--- src/common/acp_map.vh ---
// acp_map.vh: constants for the ate control port block
// assumes inclusion by bare name from design files
`ifndef ACP_MAP_VH
`define ACP_MAP_VH

// ----------------------------------------------------------------
// timing
// ----------------------------------------------------------------
`define ACP_CLK_MHZ 250
`define ACP_HOLD_MS 2000
// hold count in clock cycles: ACP_HOLD_MS * 1000 * ACP_CLK_MHZ
`define ACP_HOLD_CYCLES 30'd500000000
// enabled edges after reset before a sync chain holds pin samples
`define ACP_SYNC_FILL 2'h3

// ----------------------------------------------------------------
// widths and reset values
// ----------------------------------------------------------------
`define ACP_CODE_W 5
`define ACP_HOLD_W 30
`define ACP_FLAG_IDLE 1'b1

`endif

--- src/hdl/acp_ctrl.v ---
// acp_ctrl.v: start/stop, project select and status logic of the
// external control port
// assumes pins are asynchronous to sys_clk; engine is on sys_clk
// assumes clk_en high in normal running; low freezes every register
// assumes the engine answers a launch with one run_done pulse and a
// run_ok level that is valid in that same cycle
// assumes the equipment sets the project code before start falls
//
// Contract
// - start request is active low; a fall to low launches or stops a run
// - start held low longer than two seconds enters standalone mode
// - five bit project code selects one of 32 projects, code = number
// - pass, busy and error outputs are active low
// - strap high at power-up puts the device in standalone mode
`timescale 1ns/10ps
`include "acp_map.vh"

module acp_ctrl #(
    parameter [`ACP_HOLD_W-1:0] HOLD_CYCLES = `ACP_HOLD_CYCLES
) (
    // clock, reset, enable
    input wire sys_clk,
    input wire rst_n,
    input wire clk_en,
    // ate pins
    input wire start_req_n,
    input wire [`ACP_CODE_W-1:0] project_code_in,
    input wire standalone_strap,
    // programming engine side
    input wire run_done,
    input wire run_ok,
    output reg run_launch,
    output reg run_abort,
    output reg [`ACP_CODE_W-1:0] run_project,
    output reg standalone_mode,
    // ate status pins
    output reg run_active_n,
    output reg pass_flag_n,
    output reg fail_flag_n
);

    // ------------------------------------------------------------
    // helpers
    // ------------------------------------------------------------
    // true where stages two and three of a chain agree
    function agree;
        input stage2;
        input stage3;
        begin
            agree = (stage2 == stage3);
        end
    endfunction

    // settled level of one synchronised pin: stage three is taken
    // only where stages two and three agree, so a pin caught in the
    // middle of a change keeps its old level one more cycle
    function settle;
        input stage2;
        input stage3;
        input old_lvl;
        begin
            settle = agree(stage2, stage3) ? stage3 : old_lvl;
        end
    endfunction

    // ------------------------------------------------------------
    // input synchronisers
    // ------------------------------------------------------------
    // every ate pin is asynchronous to sys_clk; each passes three
    // flip-flops and only stages two and three are read beyond the
    // chain, so a metastable first stage never reaches the logic
    reg [2:0] start_sync_reg;
    reg [2:0] strap_sync_reg;
    reg [`ACP_CODE_W-1:0] code_s1_reg, code_s2_reg, code_s3_reg;
    reg [`ACP_CODE_W-1:0] code_lvl_reg;
    reg start_lvl_reg;
    reg [1:0] fill_cnt_reg;
    reg strap_taken_reg;
    reg [`ACP_HOLD_W-1:0] hold_cnt_reg;
    reg hold_long_reg;
    integer bit_idx;

    // chains hold real pin samples once three enabled edges passed
    wire chain_full = (fill_cnt_reg == `ACP_SYNC_FILL);

    // three stages; a level counts once stages two and three agree
    always @(posedge sys_clk) begin
        if (!rst_n) begin
            start_sync_reg <= 3'h7;
            strap_sync_reg <= 3'h0;
            code_s1_reg <= {`ACP_CODE_W{1'b0}};
            code_s2_reg <= {`ACP_CODE_W{1'b0}};
            code_s3_reg <= {`ACP_CODE_W{1'b0}};
            code_lvl_reg <= {`ACP_CODE_W{1'b0}};
            start_lvl_reg <= 1'b1;
            fill_cnt_reg <= 2'h0;
        end else if (clk_en) begin
            start_sync_reg <= {start_sync_reg[1:0], start_req_n};
            strap_sync_reg <= {strap_sync_reg[1:0], standalone_strap};
            code_s1_reg <= project_code_in;
            code_s2_reg <= code_s1_reg;
            code_s3_reg <= code_s2_reg;
            // each code bit settles on its own, like a one-bit pin;
            // the code is steady long before start falls, so the
            // word is whole by the time it is captured
            for (bit_idx = 0; bit_idx < `ACP_CODE_W;
                    bit_idx = bit_idx + 1) begin
                code_lvl_reg[bit_idx] <= settle(code_s2_reg[bit_idx],
                    code_s3_reg[bit_idx], code_lvl_reg[bit_idx]);
            end
            start_lvl_reg <= settle(start_sync_reg[1], start_sync_reg[2],
                start_lvl_reg);
            if (!chain_full)
                fill_cnt_reg <= fill_cnt_reg + 2'h1;
        end
    end

    // ------------------------------------------------------------
    // request handling
    // ------------------------------------------------------------
    wire start_low = ~start_lvl_reg;
    reg start_low_d_reg;
    wire start_fall = start_low & ~start_low_d_reg;

    // hold timer and standalone entry; strap caught once after reset
    // a long hold has already launched a run at its fall; that run
    // goes on, and only the operating mode changes at the limit
    // the mode is sticky: only a reset brings the block back
    always @(posedge sys_clk) begin
        if (!rst_n) begin
            start_low_d_reg <= 1'b0;
            hold_cnt_reg <= {`ACP_HOLD_W{1'b0}};
            hold_long_reg <= 1'b0;
            strap_taken_reg <= 1'b0;
            standalone_mode <= 1'b0;
        end else if (clk_en) begin
            start_low_d_reg <= start_low;
            if (!start_low) begin
                hold_cnt_reg <= {`ACP_HOLD_W{1'b0}};
                hold_long_reg <= 1'b0;
            end else if (hold_cnt_reg < HOLD_CYCLES) begin
                hold_cnt_reg <= hold_cnt_reg + 1'b1;
            end else if (!hold_long_reg) begin
                hold_long_reg <= 1'b1;
                standalone_mode <= 1'b1;
            end
            // the strap is read once, after the chain has filled with
            // real pin samples; reset values would otherwise be taken
            if (!strap_taken_reg && chain_full
                && agree(strap_sync_reg[1], strap_sync_reg[2])) begin
                strap_taken_reg <= 1'b1;
                if (strap_sync_reg[2])
                    standalone_mode <= 1'b1;
            end
        end
    end

    // ------------------------------------------------------------
    // run state and status pins
    // ------------------------------------------------------------
    localparam [1:0] ST_IDLE = 2'h0;
    localparam [1:0] ST_RUN = 2'h1;
    reg [1:0] state_reg;

    // fall of start launches when idle, stops when running
    // a stop wins over a completion in the same cycle: the equipment
    // asked for the run to end, so the result reported is an error
    // pass and error clear only at the next launch, so the equipment
    // may read them at leisure once busy has gone high
    always @(posedge sys_clk) begin
        if (!rst_n) begin
            state_reg <= ST_IDLE;
            run_launch <= 1'b0;
            run_abort <= 1'b0;
            run_project <= {`ACP_CODE_W{1'b0}};
            run_active_n <= `ACP_FLAG_IDLE;
            pass_flag_n <= `ACP_FLAG_IDLE;
            fail_flag_n <= `ACP_FLAG_IDLE;
        end else if (clk_en) begin
            run_launch <= 1'b0;
            run_abort <= 1'b0;
            case (state_reg)
                ST_IDLE: begin
                    if (start_fall) begin
                        state_reg <= ST_RUN;
                        run_launch <= 1'b1;
                        run_project <= code_lvl_reg;
                        run_active_n <= 1'b0;
                        pass_flag_n <= `ACP_FLAG_IDLE;
                        fail_flag_n <= `ACP_FLAG_IDLE;
                    end
                end
                ST_RUN: begin
                    if (start_fall) begin
                        state_reg <= ST_IDLE;
                        run_abort <= 1'b1;
                        run_active_n <= `ACP_FLAG_IDLE;
                        fail_flag_n <= 1'b0;
                    end else if (run_done) begin
                        state_reg <= ST_IDLE;
                        run_active_n <= `ACP_FLAG_IDLE;
                        pass_flag_n <= ~run_ok;
                        fail_flag_n <= run_ok;
                    end
                end
                default: state_reg <= ST_IDLE;
            endcase
        end
    end

endmodule // acp_ctrl

--- config.mk ---
export PLATFORM = sky130hd
export DESIGN_NAME = acp_ctrl
export DESIGN_NICKNAME = d
export VERILOG_FILES = /design/src/hdl/acp_ctrl.v
export VERILOG_INCLUDE_DIRS = /design/src /design/src/common
export SDC_FILE = /design/constraint.sdc
export NUM_CORES = 1
export LEC_CHECK = 0
export ABC_CLOCK_PERIOD_IN_PS = 4400
export BUFFER_PORTS_ARGS = -buffer_cell sky130_fd_sc_hd__buf_2
export CELL_PAD_IN_SITES_DETAIL_PLACEMENT = 0
export CELL_PAD_IN_SITES_GLOBAL_PLACEMENT = 1
export CORE_AREA = 3 3 108 99
export DETAILED_ROUTE_END_ITERATION = 6
export DIE_AREA = 0 0 111 102
export PLACE_DENSITY_LB_ADDON = 0.25
export SETUP_SLACK_MARGIN = 0.2
export SLEW_MARGIN = 20
export SYNTH_ARGS = -nofsm -noshare
export SYNTH_HDL_FRONTEND = slang
export SYNTH_SLANG_ARGS = --single-unit
--- constraint.sdc ---
create_clock -name sys_clk -period 4.4 [get_ports sys_clk]
set_clock_uncertainty 0.1 [all_clocks]
set_input_delay 0.88 -clock sys_clk [delete_from_list [all_inputs] [get_ports sys_clk]]
set_output_delay 0.88 -clock sys_clk [all_outputs]
set_load 0.005 [all_outputs]
==> results by group <==
Clock network
  • Clk_lat worst skew: between 300 and 400 ps
  • Sink Count: 74
  • H-tree depth: 3
  • Max Buffers Root-to-Sink: 2
  • TritonCTS Buffers: 9
  • Worst-path clk slew: around 80 ps
  • CTS resizes: 0
  • CTS tree: yes
  • # Post-CTS Setup Buffers: 0
  • Clock root cell: clkbuf_8
  • Hold_buf cts: 0

Drt
  • Routed Antenna Nets: 0
  • Vias: roughly 2500
  • DRT Wirelength: 6810 um
  • Drt first pass iters: 4
  • Routed WL per cell: around 13 um
  • Drt drc: 0
  • Iter 0 DRT Violations: about 100
  • Vias per inst: around 5

Cells and area
  • Area Overhead vs Synth: 13.6%
  • Filler cells: between 900 and 1000
  • N_diodes: 0
  • Layout cell share with drive strength beyond 1: 17.3%
  • Most common cell after layout, fill and taps aside: dfxtp_1
  • Max FFs per register: 30
  • Most frequent cells in the layout: 74 x dfxtp_1, 34 x nor2_1, 30 x nand2_1, 25 x mux2i_1, 25 x nor2b_1
  • Final net count: 397

Outcome
  • Status: finished, final reports clean

STA
  • Pins Over Slew Limit: 0
  • Finish-stage setup viols: 0
  • Least-Margin Pin Slew: approximately 1000 ps
  • Final Hold Viols: 0
  • Worst Slack Setup Final: ~1900 ps
  • RSZ-0062 raised after global routing: no
  • Setup TNS: 0 ps
  • Final min period: 2540 ps
  • Fmax: 394 MHz
  • Tcrit/Tclk final: 57.7%
  • Worst relative slew slack: roughly a third

Placement
  • Pre-CTS setup slack: approximately 1600 ps
  • I/O Buffers: 22
  • Post-DP HPWL: around 4600 um
  • GPL Wtd Cong: ~0.75

Synthesis
  • Syn_nets: around 380
  • Synth async-reset ratio: 0%
  • Post-Syn Instances: roughly 360
  • Register area share after synthesis: roughly 44%
  • Synthesized area: between 3000 and 4000 sq um
  • Yosys warns: 0
  • Top_reg_cell synth: dfxtp_1
  • Number of flops mapped to enable cells by yosys: 0
  • Synth cell types: 46
  • Syn Area/Cell: roughly 9.2 sq um
  • Synthesized flop and latch total: 74

Worst setup path
  • Startpoint Class: flip-flop
  • Critical Path AT: 2720 ps
  • FF-to-FF Start: hold_cnt_reg[14]$_SDFFE_PN0P_
  • Reg2reg end: hold_cnt_reg[26]$_SDFFE_PN0P_
  • Worst Path Required: about 4600 ps
  • Largest fanout on the critical path: 16
  • Critical path class: flip-flop to flip-flop
  • R2R cell count: 7
  • Register-to-Register Setup Slack: 1860 ps
  • CP endpoint kind: flip-flop

Worst hold path
  • Worst Hold Depth: 2
  • Beginning of the worst hold path: hold_long_reg$_SDFFE_PN0P_
  • Hold WC Path Type: flip-flop to flip-flop
  • Worst Hold End: hold_long_reg$_SDFFE_PN0P_

Run
  • # Max-Cap Violations: 0

GRT
  • First-pass GRT wire length: 11800 um
  • Global route overflow: 0
  • Largest net degree at the start of global routing: 46
  • Overall Global Routing Usage: 12.9%
  • Initial antenna violation count: 0
  • Vias in the first global route: between 2000 and 2500

Power
  • Power Dens Cells: between 300 and 400 nW/um^2
  • P_leak: roughly 1.3 nW
  • VDD IR max: 0.159 mV

Floorplan
  • Site Rows: 34
  • Die Y: 102 um
  • Chip width: about 110 um
  • Starting Density: between 30% and 40%
  • Full die area: ~11000 sq um
  • I/O Pins: 23
  • Core area: slightly below 10000 sq um
## kinds of logic after synthesis
family | count (synthesis) | synth area share, %
AOI/OAI and AO/OA | 77 | 17.8
xor gates and xnor gates | 23 | 5.99
and+or+nand+nor | 135 | 20.6
DFF | 74 | 44.0
adders and majority gates | 2 | 0.744
muxes | 25 | 7.44
buffers and inverters | 28 | 3.35
## cell usage after synthesis, types with 3 or more instances
master,instances,area (sq um)
a211oi_1,10,75.1
a21oi_1,17,85.1
dfxtp_1,74,1480
buf_1,3,11.3
mux2i_1,25,250
o21ai_0,13,65.1
nor2b_1,25,156
nor2_1,34,128
clkbuf_1,13,48.8
buf_2,3,15.0
and3_1,4,25.0
xnor2_1,22,193
a21boi_0,8,60.1
a2111oi_2,10,150
and2_1,5,31.3
nor3_1,3,15.0
inv_1,8,30.0
nand3_1,17,85.1
nand2_1,30,113
a21o_1,6,45.0
a31o_2,3,26.3
## stage by stage
stage / std cells / util [%] / area, sq um / power [mW] / hold slack, ps
global route: 514 / 39.6 / 3820 / 1.39 / 400
detailed placement: 498 / 37.3 / 3600 / 0.758 / 356
global placement: 498 / 37.3 / 3600 / 0.757 / 351
finish: 514 / 39.6 / 3820 / 1.34 / 370
floorplan: 364 / - / 3360 / 0.741 / 338
CTS: 514 / 39.6 / 3820 / 1.37 / 376
## cell type report
type / instances / area (sq um) / area share, %
clock buffers: 9 / 124 / 3.24
clock inverters: 7 / 98.8 / 2.59
inverters: 8 / 30.0 / 0.786
multi-input cells: 262 / 1770 / 46.4
flip-flops and latches: 74 / 1480 / 38.8
well taps: 126 / 158 / 4.13
repair buffers: 28 / 155 / 4.06
## worst max-delay path by stage
| stage | slack (ps) | endpoint | startpoint | depth (start not counted) |
|---|---|---|---|---|
| after floorplan | 2160 | hold_cnt_reg[17]$_SDFFE_PN0P_ | clk_en | 6 |
| after global placement | 1610 | hold_cnt_reg[8]$_SDFFE_PN0P_ | clk_en | 7 |
| after detailed placement | 1600 | hold_cnt_reg[6]$_SDFFE_PN0P_ | clk_en | 7 |
| after CTS | 1850 | hold_cnt_reg[26]$_SDFFE_PN0P_ | hold_cnt_reg[14]$_SDFFE_PN0P_ | 7 |
| after global routing | 1650 | hold_cnt_reg[26]$_SDFFE_PN0P_ | hold_cnt_reg[14]$_SDFFE_PN0P_ | 7 |
| final | 1860 | hold_cnt_reg[26]$_SDFFE_PN0P_ | hold_cnt_reg[14]$_SDFFE_PN0P_ | 7 |
## critical path: stages, from the launching register on
cell and delay (ps):
dfxtp_1 380, nor4b_1 170, a21oi_1 180, o2111ai_2 360
buf_4 350, a2111o_1 450, or3_1 320, a21oi_1 140
## power by group
part	total (mW)	internal [mW]	leakage (nW)	switching, mW
logic	0.0548	0.0244	0.629	0.0304
registers	0.686	0.679	0.599	0.00685
clock network	0.596	0.324	0.111	0.272
## routing by layer
metal | global-route usage [%] | wire length (um) | vias up
met4 | 5.11 | 117 | 0
met3 | 3.97 | 213 | 10
met1 | 17.2 | 3510 | 1199
met2 | 19.7 | 2970 | 19
li1 | - | - | 1316
met5 | 0 | 0 | -
Note: power is estimated with default switching activity, not from simulation.
